[config.mk]
export PLATFORM = sky130hd
export DESIGN_NAME = bcpd_ctrl
export DESIGN_NICKNAME = d
export VERILOG_FILES = /design/src/bcpd_ctrl.v
export VERILOG_INCLUDE_DIRS = /design/src
export SDC_FILE = /design/constraint.sdc
export NUM_CORES = 1
export LEC_CHECK = 0
export BUFFER_PORTS_ARGS = -buffer_cell sky130_fd_sc_hd__buf_2
export CORE_MARGIN = 2
export CORE_UTILIZATION = 36
export DETAILED_ROUTE_END_ITERATION = 10
export GPL_TIMING_DRIVEN = 0
export SYNTH_ARGS = -nofsm -noshare
export SYNTH_HDL_FRONTEND = slang
export SYNTH_SLANG_ARGS = --single-unit
[constraint.sdc]
create_clock -name clk_i -period 2.7 [get_ports clk_i]
set_clock_uncertainty 0.05 [all_clocks]
set_input_delay 0.135 -clock clk_i [delete_from_list [all_inputs] [get_ports clk_i]]
set_output_delay 0.135 -clock clk_i [all_outputs]
set_load 0.005 [all_outputs]
[src/bcpd_defines.vh]
`ifndef BCPD_DEFINES_VH
`define BCPD_DEFINES_VH
// ==========================================
// register map (word index, byte addr = 4 * index)
`define BCPD_IDX_CONV       8'h9C
`define BCPD_IDX_DELAY      8'h9D
`define BCPD_IDX_OUTSEL     8'hC0
`define BCPD_IDX_STATUS     8'hC1
// ==========================================
// reset values
`define BCPD_CONV_RST       6'h3F
`define BCPD_DELAY_RST      8'h00
`define BCPD_OUTSEL_RST     6'h00
// ==========================================
// output pin uses
`define BCPD_USE_GOOD       2'h0
`define BCPD_USE_SHIFT      2'h1
`define BCPD_USE_HOST       2'h2
// ==========================================
// field positions
`define BCPD_MODE3_BIT      5
`define BCPD_MODE2_BIT      4
`define BCPD_MODE1_BIT      3
`define BCPD_KILL3_BIT      2
`define BCPD_KILL2_BIT      1
`define BCPD_KILL1_BIT      0
`define BCPD_CONV_MSB       5
`define BCPD_DELAY_MSB      7
`define BCPD_OUTSEL_MSB     5
`define BCPD_DLY2_HI        7
`define BCPD_DLY2_LO        5
`define BCPD_DLY4_HI        4
`define BCPD_DLY4_LO        2
`define BCPD_DLY1_HI        1
`define BCPD_DLY1_LO        0
`define BCPD_USE1_HI        1
`define BCPD_USE1_LO        0
`define BCPD_USE2_HI        3
`define BCPD_USE2_LO        2
`define BCPD_USE4_HI        5
`define BCPD_USE4_LO        4
// ==========================================
// nominal delay per code, ms
`define BCPD_MS_C0          7'h00
`define BCPD_MS_C1          7'h05
`define BCPD_MS_C2          7'h0A
`define BCPD_MS_C3          7'h0F
`define BCPD_MS_C4          7'h14
`define BCPD_MS_C5          7'h32
`define BCPD_MS_C6          7'h4B
`define BCPD_MS_C7          7'h64
// ==========================================
// timing
`define BCPD_MS_NS          1000000
`define BCPD_CLK_NS         4
`define BCPD_TICK_CYC       (`BCPD_MS_NS / `BCPD_CLK_NS)
`endif

[src/bcpd_ctrl.v]
`timescale 1ns/1ps
`default_nettype none
`include "bcpd_defines.vh"
module bcpd_ctrl #(
   parameter TICK_CYC = `BCPD_TICK_CYC
) (
   input  wire        clk_i,
   input  wire        rst_i,
   input  wire        cyc_i,
   input  wire        stb_i,
   input  wire        we_i,
   input  wire [11:0] adr_i,
   input  wire [3:0]  sel_i,
   input  wire [31:0] dat_i,
   output reg  [31:0] dat_o,
   output reg         ack_o,
   input  wire [5:0]  enable_control_inputs_i,
   input  wire [2:0]  conv_pin_en_i,
   input  wire [2:0]  rails_ok_one_i,
   input  wire [2:0]  rails_ok_two_i,
   input  wire [2:0]  rails_ok_four_i,
   input  wire        host_lvl_one_i,
   input  wire        host_lvl_two_i,
   input  wire        host_lvl_four_i,
   output wire [2:0]  conv_en_o,
   output wire [2:0]  conv_fpwm_o,
   output wire        general_output_one_o,
   output wire        general_output_two_o,
   output wire        general_output_four_o
);
// ==========================================
// registers
reg  [5:0] conv_r;
reg  [7:0] delay_r;
reg  [5:0] outsel_r;
wire       hit;
wire [9:0] idx;
assign idx = adr_i[11:2];
assign hit = cyc_i & stb_i & ~ack_o;
// unused group inputs tie high so a pin may group fewer rails
wire [2:0]  en_sync;
wire [8:0]  ok_sync;
wire [2:0]  lv_sync;
wire [2:0]  good;
wire [2:0]  cnt_busy;
// ==========================================
// pin synchronisers; pins are asynchronous to the bus clock
bcpd_sync #(
   .WIDTH (3)
) i_sync_en (
   .clk_i (clk_i),
   .d_i   (conv_pin_en_i),
   .q_o   (en_sync)
);
bcpd_sync #(
   .WIDTH (9)
) i_sync_ok (
   .clk_i (clk_i),
   .d_i   ({rails_ok_four_i, rails_ok_two_i, rails_ok_one_i}),
   .q_o   (ok_sync)
);
bcpd_sync #(
   .WIDTH (3)
) i_sync_lvl (
   .clk_i (clk_i),
   .d_i   ({host_lvl_four_i, host_lvl_two_i, host_lvl_one_i}),
   .q_o   (lv_sync)
);
// ==========================================
// address decode
wire        sel_conv;
wire        sel_delay;
wire        sel_outsel;
wire        sel_status;
wire        wr_en;
wire        rd_en;
reg  [31:0] rd_nxt;
assign sel_conv   = (idx == {2'h0, `BCPD_IDX_CONV});
assign sel_delay  = (idx == {2'h0, `BCPD_IDX_DELAY});
assign sel_outsel = (idx == {2'h0, `BCPD_IDX_OUTSEL});
assign sel_status = (idx == {2'h0, `BCPD_IDX_STATUS});
assign wr_en      = hit & we_i & sel_i[0];
assign rd_en      = hit & ~we_i;
// ==========================================
// read select; unmapped words read as zero but are still acked
always @* begin
   rd_nxt = 32'h0000_0000;
   if (sel_conv) begin
      rd_nxt = {{26{1'b0}}, conv_r};
   end else if (sel_delay) begin
      rd_nxt = {{24{1'b0}}, delay_r};
   end else if (sel_outsel) begin
      rd_nxt = {{26{1'b0}}, outsel_r};
   end else if (sel_status) begin
      rd_nxt = {{26{1'b0}}, cnt_busy, good};
   end
end
// ==========================================
// wishbone slave; ack one cycle after the strobe, never two in a row
always @(posedge clk_i) begin
   if (rst_i) begin
      ack_o    <= 1'b0;
      dat_o    <= 32'h0000_0000;
      conv_r   <= `BCPD_CONV_RST;
      delay_r  <= `BCPD_DELAY_RST;
      outsel_r <= `BCPD_OUTSEL_RST;
   end else begin
      ack_o <= hit;
      if (wr_en && sel_conv) begin
         conv_r <= dat_i[`BCPD_CONV_MSB:0];
      end
      if (wr_en && sel_delay) begin
         delay_r <= dat_i[`BCPD_DELAY_MSB:0];
      end
      if (wr_en && sel_outsel) begin
         outsel_r <= dat_i[`BCPD_OUTSEL_MSB:0];
      end
      if (rd_en) begin
         dat_o <= rd_nxt;
      end
   end
end
// ==========================================
// converter control
assign conv_fpwm_o[2] = conv_r[`BCPD_MODE3_BIT];
assign conv_fpwm_o[1] = conv_r[`BCPD_MODE2_BIT];
assign conv_fpwm_o[0] = conv_r[`BCPD_MODE1_BIT];
assign conv_en_o[2]   = conv_r[`BCPD_KILL3_BIT] & en_sync[2];
assign conv_en_o[1]   = conv_r[`BCPD_KILL2_BIT] & en_sync[1];
assign conv_en_o[0]   = conv_r[`BCPD_KILL1_BIT] & en_sync[0];
// ==========================================
// delay decode in ms; the first pin's field is two bits wide
wire [6:0]  tgt_one;
wire [6:0]  tgt_two;
wire [6:0]  tgt_four;
bcpd_ms_decode i_dec_one (
   .code_i ({1'b0, delay_r[`BCPD_DLY1_HI:`BCPD_DLY1_LO]}),
   .ms_o   (tgt_one)
);
bcpd_ms_decode i_dec_two (
   .code_i (delay_r[`BCPD_DLY2_HI:`BCPD_DLY2_LO]),
   .ms_o   (tgt_two)
);
bcpd_ms_decode i_dec_four (
   .code_i (delay_r[`BCPD_DLY4_HI:`BCPD_DLY4_LO]),
   .ms_o   (tgt_four)
);
// ==========================================
// per-pin timers; exact nominal, well inside tolerance
bcpd_pin_timer #(
   .TICK_CYC (TICK_CYC)
) i_timer_one (
   .clk_i       (clk_i),
   .rst_i       (rst_i),
   .rails_ok_i  (ok_sync[2:0]),
   .target_ms_i (tgt_one),
   .good_o      (good[0]),
   .busy_o      (cnt_busy[0])
);
bcpd_pin_timer #(
   .TICK_CYC (TICK_CYC)
) i_timer_two (
   .clk_i       (clk_i),
   .rst_i       (rst_i),
   .rails_ok_i  (ok_sync[5:3]),
   .target_ms_i (tgt_two),
   .good_o      (good[1]),
   .busy_o      (cnt_busy[1])
);
bcpd_pin_timer #(
   .TICK_CYC (TICK_CYC)
) i_timer_four (
   .clk_i       (clk_i),
   .rst_i       (rst_i),
   .rails_ok_i  (ok_sync[8:6]),
   .target_ms_i (tgt_four),
   .good_o      (good[2]),
   .busy_o      (cnt_busy[2])
);
// ==========================================
// pin use select; host use bypasses the timer entirely
bcpd_pin_mux i_mux_one (
   .clk_i      (clk_i),
   .rst_i      (rst_i),
   .use_i      (outsel_r[`BCPD_USE1_HI:`BCPD_USE1_LO]),
   .good_i     (good[0]),
   .host_lvl_i (lv_sync[0]),
   .pin_o      (general_output_one_o)
);
bcpd_pin_mux i_mux_two (
   .clk_i      (clk_i),
   .rst_i      (rst_i),
   .use_i      (outsel_r[`BCPD_USE2_HI:`BCPD_USE2_LO]),
   .good_i     (good[1]),
   .host_lvl_i (lv_sync[1]),
   .pin_o      (general_output_two_o)
);
bcpd_pin_mux i_mux_four (
   .clk_i      (clk_i),
   .rst_i      (rst_i),
   .use_i      (outsel_r[`BCPD_USE4_HI:`BCPD_USE4_LO]),
   .good_i     (good[2]),
   .host_lvl_i (lv_sync[2]),
   .pin_o      (general_output_four_o)
);
endmodule // bcpd_ctrl

// ==========================================
// two-flop synchroniser; only the second stage leaves the module
module bcpd_sync #(
   parameter WIDTH = 1
) (
   input  wire             clk_i,
   input  wire [WIDTH-1:0] d_i,
   output wire [WIDTH-1:0] q_o
);
reg  [WIDTH-1:0] meta_r;
reg  [WIDTH-1:0] sync_r;
always @(posedge clk_i) begin
   meta_r <= d_i;
   sync_r <= meta_r;
end
assign q_o = sync_r;
endmodule // bcpd_sync

// ==========================================
// delay code to nominal milliseconds
module bcpd_ms_decode (
   input  wire [2:0] code_i,
   output reg  [6:0] ms_o
);
always @* begin
   case (code_i)
      3'h0:    ms_o = `BCPD_MS_C0;
      3'h1:    ms_o = `BCPD_MS_C1;
      3'h2:    ms_o = `BCPD_MS_C2;
      3'h3:    ms_o = `BCPD_MS_C3;
      3'h4:    ms_o = `BCPD_MS_C4;
      3'h5:    ms_o = `BCPD_MS_C5;
      3'h6:    ms_o = `BCPD_MS_C6;
      default: ms_o = `BCPD_MS_C7;
   endcase
end
endmodule // bcpd_ms_decode

// ==========================================
// power-good delay timer for one output pin
module bcpd_pin_timer #(
   parameter TICK_CYC = `BCPD_TICK_CYC,
   parameter TICK_W   = 32,
   parameter MS_W     = 7,
   parameter GROUP    = 3
) (
   input  wire              clk_i,
   input  wire              rst_i,
   input  wire [GROUP-1:0]  rails_ok_i,
   input  wire [MS_W-1:0]   target_ms_i,
   output wire              good_o,
   output wire              busy_o
);
// ==========================================
// grouping
// every grouped rail must regulate; one drop restarts the wait
wire              all_ok;
assign all_ok = &rails_ok_i;
// ==========================================
// millisecond prescaler and counter
localparam [TICK_W-1:0] TICK_LAST = TICK_CYC - 1;
localparam [TICK_W-1:0] ONE_TICK  = 1;
localparam [MS_W-1:0]   ONE_MS    = 1;
reg  [TICK_W-1:0] tick_r;
reg  [TICK_W-1:0] tick_nxt;
reg  [MS_W-1:0]   ms_r;
reg  [MS_W-1:0]   ms_nxt;
reg               good_r;
reg               good_nxt;
wire              tick_end;
wire              wait_done;
assign tick_end  = (tick_r == TICK_LAST);
assign wait_done = (ms_r >= target_ms_i);
// ==========================================
// next state
// a target rewritten mid-wait takes effect at once; a new target at or
// below the count ends the wait and the count holds where it stands
always @* begin
   tick_nxt = tick_r;
   ms_nxt   = ms_r;
   good_nxt = good_r;
   if (!all_ok) begin
      tick_nxt = {TICK_W{1'b0}};
      ms_nxt   = {MS_W{1'b0}};
      good_nxt = 1'b0;
   end else if (wait_done) begin
      good_nxt = 1'b1;
   end else if (tick_end) begin
      tick_nxt = {TICK_W{1'b0}};
      ms_nxt   = ms_r + ONE_MS;
   end else begin
      tick_nxt = tick_r + ONE_TICK;
   end
end
// ==========================================
// state
always @(posedge clk_i) begin
   if (rst_i) begin
      tick_r <= {TICK_W{1'b0}};
      ms_r   <= {MS_W{1'b0}};
      good_r <= 1'b0;
   end else begin
      tick_r <= tick_nxt;
      ms_r   <= ms_nxt;
      good_r <= good_nxt;
   end
end
// busy while every rail regulates and the wait has not ended
assign good_o = good_r;
assign busy_o = all_ok & ~good_r;
endmodule // bcpd_pin_timer

// ==========================================
// output pin use select
module bcpd_pin_mux (
   input  wire       clk_i,
   input  wire       rst_i,
   input  wire [1:0] use_i,
   input  wire       good_i,
   input  wire       host_lvl_i,
   output wire       pin_o
);
reg  pin_r;
reg  pin_nxt;
// shifter and spare codes follow power good; no level path is modelled
always @* begin
   case (use_i)
      `BCPD_USE_HOST: pin_nxt = host_lvl_i;
      default:        pin_nxt = good_i;
   endcase
end
always @(posedge clk_i) begin
   if (rst_i) begin
      pin_r <= 1'b0;
   end else begin
      pin_r <= pin_nxt;
   end
end
assign pin_o = pin_r;
endmodule // bcpd_pin_mux

`default_nettype wire

==> results of run 1 <==
[metal layers]
metal  GRT usage, %  share of wire (%)  wire, um
met3          3.390                4.7      1062
met2          27.91                 45     10180
met5              0                  0         0
met1          24.88                 49     11120
met4          4.911                1.6       372
[worst reg2reg max path, cell delays in order (launching register included)]
cell,delay [ns]
sky130_fd_sc_hd__dfxtp_4,0.38
sky130_fd_sc_hd__nand2_1,0.09
sky130_fd_sc_hd__mux2i_1,0.17
sky130_fd_sc_hd__ha_1,0.25
sky130_fd_sc_hd__nand2b_1,0.17
sky130_fd_sc_hd__a211o_4,0.38
sky130_fd_sc_hd__a21o_1,0.21
sky130_fd_sc_hd__buf_4,0.18
sky130_fd_sc_hd__or4_1,0.52
sky130_fd_sc_hd__a21oi_2,0.14
[kinds of logic (layout without fill, tap and decap cells)]
family | after synthesis | after routing | synth area share (%)
compound gates | 237 | 237 | 16.78
fa+ha+maj | 24 | 24 | 3.371
mux | 33 | 33 | 3.750
xor+xnor | 32 | 32 | 3.146
simple gates | 406 | 406 | 26.52
buf+inv | 97 | 215 | 5.491
other cells | 1 | 25 | 0.04209
flops | 182 | 182 | 40.90
[registers in the layout, indices dropped and copies added, names as in the netlist, 3 cells and up]
| register | flops |
|---|---|
| i_timer_one.ms_r | 7 |
| delay_r | 8 |
| i_timer_two.ms_r | 7 |
| conv_r | 6 |
| i_sync_lvl.meta_r | 3 |
| i_timer_four.ms_r | 7 |
| i_sync_ok.q_o | 9 |
| i_sync_en.meta_r | 3 |
| i_timer_one.tick_r | 32 |
| i_timer_two.tick_r | 32 |
| outsel_r | 6 |
| dat_o | 8 |
| i_sync_lvl.q_o | 3 |
| i_sync_ok.meta_r | 9 |
| i_sync_en.q_o | 3 |
| i_timer_four.tick_r | 32 |
[worst max path at each step]
stage / startpoint / to / slack [ns] / cells after the start
after floorplan: delay_r[2] / i_timer_four.tick_r[24] / 0.08 / 8
after global placement: delay_r[3] / i_timer_four.tick_r[1] / -0.47 / 10
after detailed placement: delay_r[2] / i_timer_four.tick_r[1] / -0.41 / 10
after CTS: i_timer_one.ms_r[0] / i_timer_one.tick_r[30] / 0.007 / 8
after global routing: delay_r[7] / i_timer_two.ms_r[4] / -0.04 / 9
final: delay_r[7] / i_timer_two.ms_r[4] / 0.10 / 9
[area by class of cell]
type,count,share of cell area [%]
diodes,1,0.02336
plain buffers,68,3.890
clock buffers,18,4.007
clock inverters,14,1.413
inverters,26,0.9111
multi-input cells,756,46.30
flip-flops and latches,182,34.15
well taps,324,3.785
repair buffers,89,5.513
[placed cells by master, fill, tap and decap left out, types with 38 or more instances in the layout]
master,count
sky130_fd_sc_hd__dfxtp_1,176
sky130_fd_sc_hd__a21oi_1,88
sky130_fd_sc_hd__nor2_1,80
sky130_fd_sc_hd__buf_2,61
sky130_fd_sc_hd__nand2_1,60
sky130_fd_sc_hd__o21ai_0,42
sky130_fd_sc_hd__nand3_1,40
sky130_fd_sc_hd__or3_1,40
sky130_fd_sc_hd__or4_1,39
sky130_fd_sc_hd__o31ai_1,38
sky130_fd_sc_hd__buf_4,38
[timing repair]
item,4_1_cts,5_1_grt
endpoints found under the hold margin,30,0
setup endpoints to repair,91,95
buffers inserted,3,5
resized for setup,23,38
pin swaps,4,2
cloned,0,0
hold buffers,25,0
[report_power, final]
| group | leakage, nW | switching [mW] | internal, mW |
|---|---|---|---|
| Clock | 0.287 | 1.23 | 1.25 |
| Sequential | 1.48 | 0.0120 | 2.71 |
| Combinational | 1.87 | 0.0919 | 0.0915 |
| Total | 3.64 | 1.34 | 4.04 |
[metrics by stage]
| stage | area, um^2 | std cells |
|---|---|---|
| 2_1_floorplan | 8995 | 1035 |
| 3_3_place_gp | 9681 | 1415 |
| 3_5_place_dp | 9681 | 1415 |
| 4_1_cts | 10600 | 1475 |
| 5_1_grt | 10710 | 1478 |
| 6_report | 10710 | 1478 |
==> impl_metrics.csv, run 1 <==
group,metric,value,unit
global_routing,grt_use_total,17.76,%
cells_and_area,fin_util,44.04,%
clock_tree,clock_tree_from_tritoncts,"done",
setup_path,critical_path_source_type,"flop",
hold_path,hp-class,"in2reg",
floorplanning,die_area,26020,um^2
synthesis,yosys.cell_types.count,62,
cells_and_area,drive_above_1_share,16.22,%
floorplanning,die-width,161.3,um
setup_path,ff2ff_setup_slack,0.10,ns
clock_tree,cts.root.buffer_cell,"sky130_fd_sc_hd__clkbuf_16",
cells_and_area,area.sequential,3659,um^2
placement,dpl.hpwl,16090,um
power_and_ir_drop,power_per_cell_area,502.4,nW/um^2
synthesis,synthesis.instances,1012,
clock_tree,clock_sink_count,182,
hold_path,hold_end,"dat_o[7]",
clock_tree,clkLatencyLatePin,0.44,ns
setup_path,critical_path_cell_sequence,"nand2_1, mux2i_1, ha_1, nand2b_1, a211o_4, a21o_1, buf_4, or4_1, a21oi_2",
sta,worst_pin_slew,0.7390,ns
setup_path,critical-path-max-stage-delay,0.52,ns
sta,hold_ws,0.03444,ns
setup_path,startpoint_of_the_lowest_slack_register_to_register_path,"delay_r[7]",
synthesis,netlist.top_cell.by_area,"sky130_fd_sc_hd__dfxtp_1",
sta,setup_total_negative_slack,0,ns
synthesis,synth_area_leaders,"sky130_fd_sc_hd__dfxtp_1, sky130_fd_sc_hd__a21oi_1, sky130_fd_sc_hd__ha_1",
routing,vias,7983,
synthesis,synth_sequential_area_ratio,40.90,%
sta,max_clock_freq,0.3852,GHz
clock_tree,cts_made_buffers,17,
floorplanning,starting_utilization_of_the_core_area,36.63,%
setup_path,worstSetupPathType,"reg2reg",
routing,wl_per_cell,15.39,um
clock_tree,clock_tree.htree_level_count,4,
global_routing,grt_antenna_before_repair,1,
placement,placement.setup.worst_slack,-0.4114,ns
routing,drt_pass1_iterations,5,
sta,setup-violations-final,0,
sta,final_period_minus_worst_setup_slack,2.596,ns
placement,place.gp.congestion,0.8119,
routing,detailedRoute.firstIterationViolations,540,
placement,io_buffers,56,
floorplanning,die_h,161.3,um
synthesis,synth_flop_cell,"sky130_fd_sc_hd__dfxtp_1",
setup_path,critical-path-top-delay-family,"simple AND/OR/NAND/NOR gates",
power_and_ir_drop,vdd_drop_max,0.0002878,V
global_routing,grt_pass1_wl,37960,um
global_routing,grt_remaining_overflow,0,
cells_and_area,nFillCells,2389,
floorplanning,num_rows,57,
synthesis,synthDominantCellAreaShare,40.90,%
synthesis,synthesis.area,8909,um^2
hold_path,hold_path_startpoint,"adr_i[3]",
routing,drc_errors,0,
global_routing,grt_pass1_vias,7577,
setup_path,reg2reg_to,"i_timer_two.ms_r[4]",
routing,drt_wl_total,22740,um
synthesis,leading_cell_types_by_count_after_synthesis,"sky130_fd_sc_hd__dfxtp_1, sky130_fd_sc_hd__a21oi_1, sky130_fd_sc_hd__nor2_1",
floorplanning,pin_count,116,
clock_tree,clock_input_transition_at_the_sequential_cells_of_the_worst_setup_and_hold_paths,0.08,ns
sta,worst_slack,0.1037,ns
sta,slew_headroom,50.61,%
sta,slew_violations,0,
setup_path,reg2regPathDepth,9,
setup_path,crit_buf_inv,1,
hold_path,min_delay_path_depth,4,
power_and_ir_drop,design_power_total,5.381,mW
setup_path,worstSetupEndpointType,"flop",
sta,post-route-period-util,96.16,%
synthesis,synth_most_common_cell,"sky130_fd_sc_hd__dfxtp_1",
sta,timing.final.hold_violations,0,
synthesis,postSynthAreaPerCell,8.803,um^2
cells_and_area,number_of_nets_at_the_end_of_the_flow,1238,
clock_tree,clock_path_buffers,2,
routing,dr_vias_cell,5.401,
cells_and_area,area_growth,20.24,%
flow_run,drv.max_cap_violation_count,0,
setup_path,cp_data_arrival_time,2.92,ns
synthesis,yosys_register_bits,182,
floorplanning,core_area,24320,um^2
setup_path,critical_path_required_time,3.02,ns
routing,drt.antenna.violating_nets,0,
global_routing,pin_count_of_the_biggest_net_entering_global_routing,20,
setup_path,slowest_library_cell_on_the_worst_path,"sky130_fd_sc_hd__or4_1",
cells_and_area,multi_input_comb_area,4960,um^2
synthesis,yosys_warnings,0,
synthesis,synth-edff-count,0,
power_and_ir_drop,power_leakage,3.637,nW
status,run_status,"completed",
synthesis,synth_async_sr_flop_share,0,%
setup_path,critical_path.max_fanout,10,
Power figures use the tool's default switching activity.
==> inputs of run 2 (changes only) <==
CELL_PAD_IN_SITES_DETAIL_PLACEMENT = 1   (was not set)
CELL_PAD_IN_SITES_GLOBAL_PLACEMENT = 2   (was not set)
CORE_ASPECT_RATIO = 1.75   (was not set)
CORE_UTILIZATION = 32   (was 36)
PLACE_DENSITY_LB_ADDON = 0.1   (was not set)
SLEW_MARGIN = 20   (was not set)
==> impl_metrics.csv, run 2 (synthesis results as in run 1) <==
group,metric,value,unit
sta,grt_setup_unrepaired,"true",
routing,dr_vias_cell,5.291,
setup_path,cp-startpoint,"delay_r[7]",
clock_tree,cts.root.buffer_cell,"sky130_fd_sc_hd__clkbuf_16",
cells_and_area,antenna_cells_inserted,0,
cells_and_area,nFillCells,3216,
floorplanning,pin_count,116,
sta,hold_ws,0.02923,ns
sta,setup-violations-final,0,
clock_tree,clock_input_transition_at_the_sequential_cells_of_the_worst_setup_and_hold_paths,0.07,ns
sta,timing.final.hold_violations,0,
global_routing,grt_pass1_vias,8502,
cells_and_area,final_cell_mix,"sky130_fd_sc_hd__dfxtp_1, sky130_fd_sc_hd__a21oi_1, sky130_fd_sc_hd__nor2_1",
clock_tree,clkLatencyLatePin,0.47,ns
setup_path,worstSetupPathType,"reg2reg",
power_and_ir_drop,clkPwrFrac,47.0,%
sta,slew_headroom,49.55,%
sta,worst_slack,0.1009,ns
routing,wl_per_cell,17.47,um
setup_path,worstSetupEndpointType,"flop",
clock_tree,clock_path_buffers,2,
cells_and_area,area_growth,22.88,%
floorplanning,die_h,224.7,um
setup_path,cpMostUsedCell,"sky130_fd_sc_hd__a211o_4",
sta,slew_violations,0,
clock_tree,clock_tree_from_tritoncts,"done",
sta,post-route-period-util,96.26,%
cells_and_area,largestRegisters,"i_timer_four.tick_r (32), i_timer_one.tick_r (32), i_timer_two.tick_r (32)",
global_routing,grt_use_total,19.02,%
power_and_ir_drop,switching_share,25.79,%
hold_path,hp-class,"in2reg",
sta,max_clock_freq,0.3847,GHz
setup_path,critical-path-max-stage-delay,0.41,ns
routing,detailedRoute.firstIterationViolations,233,
routing,drt.antenna.violating_nets,0,
sta,final_period_minus_worst_setup_slack,2.599,ns
routing,drc_errors,0,
floorplanning,core_area,27330,um^2
hold_path,hold_path_startpoint,"adr_i[3]",
placement,dpl.hpwl,19850,um
cells_and_area,area.sequential,3664,um^2
power_and_ir_drop,power_per_cell_area,499.1,nW/um^2
setup_path,critical_path.max_fanout,6,
clock_tree,clock_tree.htree_level_count,4,
power_and_ir_drop,power_leakage,3.707,nW
sta,worst_pin_slew,0.7548,ns
global_routing,pin_count_of_the_biggest_net_entering_global_routing,21,
setup_path,critical_path_required_time,3.04,ns
cells_and_area,commonest_non_fill_non_tap_cell_in_the_layout,"sky130_fd_sc_hd__dfxtp_1",
routing,drt_wl_total,26680,um
global_routing,grt_antenna_before_repair,0,
clock_tree,clock_sink_count,182,
placement,place.gp.congestion,0.7597,
global_routing,grt_pass1_wl,43710,um
setup_path,critical_path_cell_sequence,"nand2_2, mux2i_2, ha_1, nand2b_1, a211o_4, a211o_4, buf_4, or4_4, a21oi_2",
setup_path,slowest_library_cell_on_the_worst_path,"sky130_fd_sc_hd__or4_4",
cells_and_area,number_of_nets_at_the_end_of_the_flow,1243,
setup_path,critical_path_source_type,"flop",
routing,vias,8079,
status,run_status,"completed",
setup_path,cp_data_arrival_time,2.94,ns
floorplanning,starting_utilization_of_the_core_area,32.60,%
routing,drt_pass1_iterations,4,
power_and_ir_drop,p_comb_share,3.4,%
floorplanning,num_rows,80,
clock_tree,cts_made_buffers,17,
floorplanning,die-width,130.1,um
placement,io_buffers,56,
placement,placement.setup.worst_slack,-0.6697,ns
floorplanning,die_area,29240,um^2
power_and_ir_drop,power.internal,4.054,mW
flow_run,drv.max_cap_violation_count,0,
power_and_ir_drop,vdd_drop_max,0.0004635,V
global_routing,grt_remaining_overflow,0,
power_and_ir_drop,power.net_switching,1.409,mW
cells_and_area,multi_input_comb_area,5065,um^2
setup_path,startpoint_of_the_lowest_slack_register_to_register_path,"delay_r[7]",
power_and_ir_drop,seqPwrFrac,49.7,%
cells_and_area,drive_above_1_share,17.88,%
## run 2: cell types whose count changed in the layout (fill, tap and decap cells not counted), sizes merged
| cell | before | now |
|---|---|---|
| clkbuf | 46 | 48 |
| diode | 1 | 0 |
| buf | 104 | 106 |
| clkinvlp | 0 | 1 |
## run 2: layout make-up
class                   count  area share [%]
flip-flops and latches    182           33.47
clock buffers              17           3.886
clock inverters            15           1.600
multi-input cells         756           46.27
well taps                 369           4.218
inverters                  26          0.8915
plain buffers              70           4.069
repair buffers             92           5.601
## run 2: layer usage
layer  routed length [um]  vias to the layer above  global-route usage, %  part of all wire (%)
met5                    0                        -                      0                     0
met4                  542                        0                  6.694                   2.0
met3                  428                       34                  2.973                   1.6
met2                15520                       63                  37.88                    58
met1                10180                     3977                  19.32                    38
li1                     -                     4005                      -                     -
## run 2: path summary, 6_finish.rpt
| kind | endpoint | slack, ns | cells past startpoint |
|---|---|---|---|
| worst min-delay path | dat_o[6] | 0.03 | 4 |
| worst max register to register | i_timer_two.tick_r[21] | 0.10 | 9 |
| worst max-delay path | i_timer_two.tick_r[21] | 0.10 | 9 |
| worst min register to register | i_sync_ok.q_o[5] | 0.28 | 0 |
## run 2: critical path: cells and delay by family (launching register included)
family | cells | cell delay, ns
AOI/OAI and AO/OA | 3 | 0.88
and+or+nand+nor | 3 | 0.63
DFF | 1 | 0.39
adders and majority gates | 1 | 0.25
muxes | 1 | 0.18
buffers and inverters | 1 | 0.15
## run 2: power by group through the flow
stage	Clock, mW	Combinational, mW	Sequential (mW)
after detailed placement	0	0.154	2.78
after CTS	2.67	0.183	2.72
after global placement	0	0.153	2.78
after floorplan	0	0.0866	2.78
after global routing	2.76	0.203	2.72
final	2.57	0.184	2.71
## run 2: repair_timing
action / 4_1_cts / 5_1_grt
hold buffers: 25 / 0
buffers inserted: 7 / 4
setup endpoints to repair: 109 / 87
pin swaps: 4 / 5
hold endpoints to repair: 33 / 0
resized for setup: 39 / 53
## run 2: stage by stage
stage          cells  power [mW]  area, um^2  setup TNS [ns]  utilization (%)
2_1_floorplan   1035       2.866        8995               0                -
3_3_place_gp    1460       2.936        9737          -36.58            35.63
3_5_place_dp    1460       2.936        9737          -36.08            35.63
4_1_cts         1524       5.564       10760               0            39.37
5_1_grt         1527       5.676       10950        -0.01648            40.06
6_report        1527       5.463       10950               0            40.06
==> inputs of run 3 (changes only) <==
CORE_UTILIZATION = 30   (was 32)
==> impl_metrics.csv, run 3 (synthesis results as in run 1) <==
group,metric,value,unit
status,run_status,"completed",
floorplanning,num_rows,83,
routing,drt_pass1_iterations,4,
clock_tree,clkLatencyLatePin,0.46,ns
floorplanning,die_h,232.0,um
clock_tree,clock_sink_count,182,
global_routing,grt_antenna_before_repair,0,
clock_tree,clock_input_transition_at_the_sequential_cells_of_the_worst_setup_and_hold_paths,0.07,ns
power_and_ir_drop,power.internal,4.315,mW
floorplanning,die_area,31140,um^2
sta,timing.final.hold_violations,0,
cells_and_area,largestRegisters,"i_timer_four.tick_r (32), i_timer_one.tick_r (32), i_timer_two.tick_r (32)",
clock_tree,cts_made_buffers,17,
sta,worst_pin_slew,0.7402,ns
placement,io_buffers,56,
global_routing,grt_remaining_overflow,0,
sta,setup-violations-final,0,
cells_and_area,area_growth,23.67,%
cells_and_area,area.sequential,3666,um^2
routing,vias,8067,
sta,slew_headroom,50.53,%
placement,placement.setup.worst_slack,-0.7262,ns
setup_path,critical_path.max_fanout,10,
clock_tree,clock_path_buffers,2,
power_and_ir_drop,switching_share,23.51,%
floorplanning,die-width,134.3,um
clock_tree,clock_tree.htree_level_count,4,
routing,dr_vias_cell,5.225,
routing,detailedRoute.firstIterationViolations,273,
setup_path,cp_data_arrival_time,2.94,ns
sta,final_period_minus_worst_setup_slack,2.600,ns
routing,drc_errors,0,
floorplanning,core_area,29290,um^2
placement,numPlacedInstances,1473,
sta,max_clock_freq,0.3847,GHz
cells_and_area,drive_above_1_share,17.73,%
cells_and_area,number_of_nets_at_the_end_of_the_flow,1247,
setup_path,critical_path_source_type,"flop",
global_routing,grt_pass1_wl,45330,um
cells_and_area,final_cell_mix,"sky130_fd_sc_hd__dfxtp_1, sky130_fd_sc_hd__a21oi_1, sky130_fd_sc_hd__nor2_1",
floorplanning,pin_count,116,
power_and_ir_drop,power_leakage,3.729,nW
global_routing,pin_count_of_the_biggest_net_entering_global_routing,18,
sta,slew_violations,0,
cells_and_area,commonest_non_fill_non_tap_cell_in_the_layout,"sky130_fd_sc_hd__dfxtp_1",
setup_path,worstSetupPathType,"reg2reg",
clock_tree,clock_tree_from_tritoncts,"done",
cells_and_area,final-instance-count-excl-fill,1544,
power_and_ir_drop,power_per_cell_area,512.1,nW/um^2
clock_tree,cts.root.buffer_cell,"sky130_fd_sc_hd__clkbuf_16",
routing,drt.antenna.violating_nets,0,
setup_path,critical_path_required_time,3.04,ns
cells_and_area,nFillCells,3472,
setup_path,worstSetupEndpointType,"flop",
global_routing,grt_pass1_vias,8490,
flow_run,drv.max_cap_violation_count,0,
routing,drt_wl_total,28090,um
routing,wl_per_cell,18.19,um
power_and_ir_drop,design_power_total,5.642,mW
power_and_ir_drop,clkPwrFrac,48.6,%
floorplanning,starting_utilization_of_the_core_area,30.42,%
sta,grt_setup_unrepaired,"true",
cells_and_area,fin_util,37.62,%
setup_path,reg2regPathDepth,9,
sta,worst_slack,0.1004,ns
placement,dpl.hpwl,20830,um
cells_and_area,multi_input_comb_area,5051,um^2
sta,setup_total_negative_slack,0,ns
placement,place.gp.congestion,0.7370,
power_and_ir_drop,vdd_drop_max,0.0004828,V
cells_and_area,antenna_cells_inserted,0,
power_and_ir_drop,p_comb_share,3.3,%
hold_path,hp-class,"in2reg",
power_and_ir_drop,seqPwrFrac,48.1,%
sta,post-route-period-util,96.28,%
hold_path,min_delay_path_depth,4,
power_and_ir_drop,power.net_switching,1.327,mW
global_routing,grt_use_total,18.55,%
[run 3: path summary, 6_finish.rpt]
check                                     startpoint                  end  slack, ns
worst max-delay path                      delay_r[7]  i_timer_two.ms_r[4]       0.10
worst min-delay path                            we_i             dat_o[2]       0.08
worst max register to register            delay_r[7]  i_timer_two.ms_r[4]       0.10
worst min register to register  i_sync_lvl.meta_r[2]    i_sync_lvl.q_o[2]       0.28
[run 3: routing by layer]
metal	wire [um]	vias up	track usage, %
li1	-	4011	-
met1	10860	3936	18.53
met5	0	-	0
met3	536	33	2.794
met4	661	0	7.138
met2	16040	87	37.42
[run 3: cell type report]
cell class | count | share of cell area, %
clock buffers | 19 | 4.020
repair buffers | 97 | 5.928
inverters | 26 | 0.8859
flip-flops and latches | 182 | 33.28
well taps | 382 | 4.338
multi-input cells | 756 | 45.85
clock inverters | 13 | 1.738
plain buffers | 69 | 3.964
[run 3: timing repair]
action                     4_1_cts  5_1_grt
hold buffers                    26        0
pin swaps                        8        7
setup buffers                    6        9
setup endpoints to repair      106       96
gates cloned                     0        0
hold endpoints to repair        34        0
gates resized for setup         46       33
[run 3: per-stage QoR]
stage / hold WS [ns] / cell area [um^2]
6_report: 0.07814 / 11020
5_1_grt: 0.1157 / 11020
4_1_cts: 0.05513 / 10840
3_5_place_dp: 0.1895 / 9753
3_3_place_gp: 0.1868 / 9753
2_1_floorplan: 0.1127 / 8995
[run 3: critical path, stage by stage, from the launching register on]
cell                       delay (ns)
sky130_fd_sc_hd__dfxtp_4         0.38
sky130_fd_sc_hd__nand2_1         0.09
sky130_fd_sc_hd__mux2i_2         0.20
sky130_fd_sc_hd__ha_1            0.25
sky130_fd_sc_hd__nand2b_1        0.16
sky130_fd_sc_hd__a211o_4         0.37
sky130_fd_sc_hd__a21o_1          0.20
sky130_fd_sc_hd__buf_4           0.18
sky130_fd_sc_hd__or4_1           0.50
sky130_fd_sc_hd__a21oi_1         0.15
[run 3: power groups by stage]
| stage | Sequential, mW | Combinational [mW] | Clock, mW |
|---|---|---|---|
| after floorplan | 2.78 | 0.0866 | 0 |
| after global placement | 2.78 | 0.157 | 0 |
| after detailed placement | 2.78 | 0.157 | 0 |
| after CTS | 2.71 | 0.189 | 2.84 |
| after global routing | 2.72 | 0.209 | 2.93 |
| final | 2.71 | 0.188 | 2.74 |
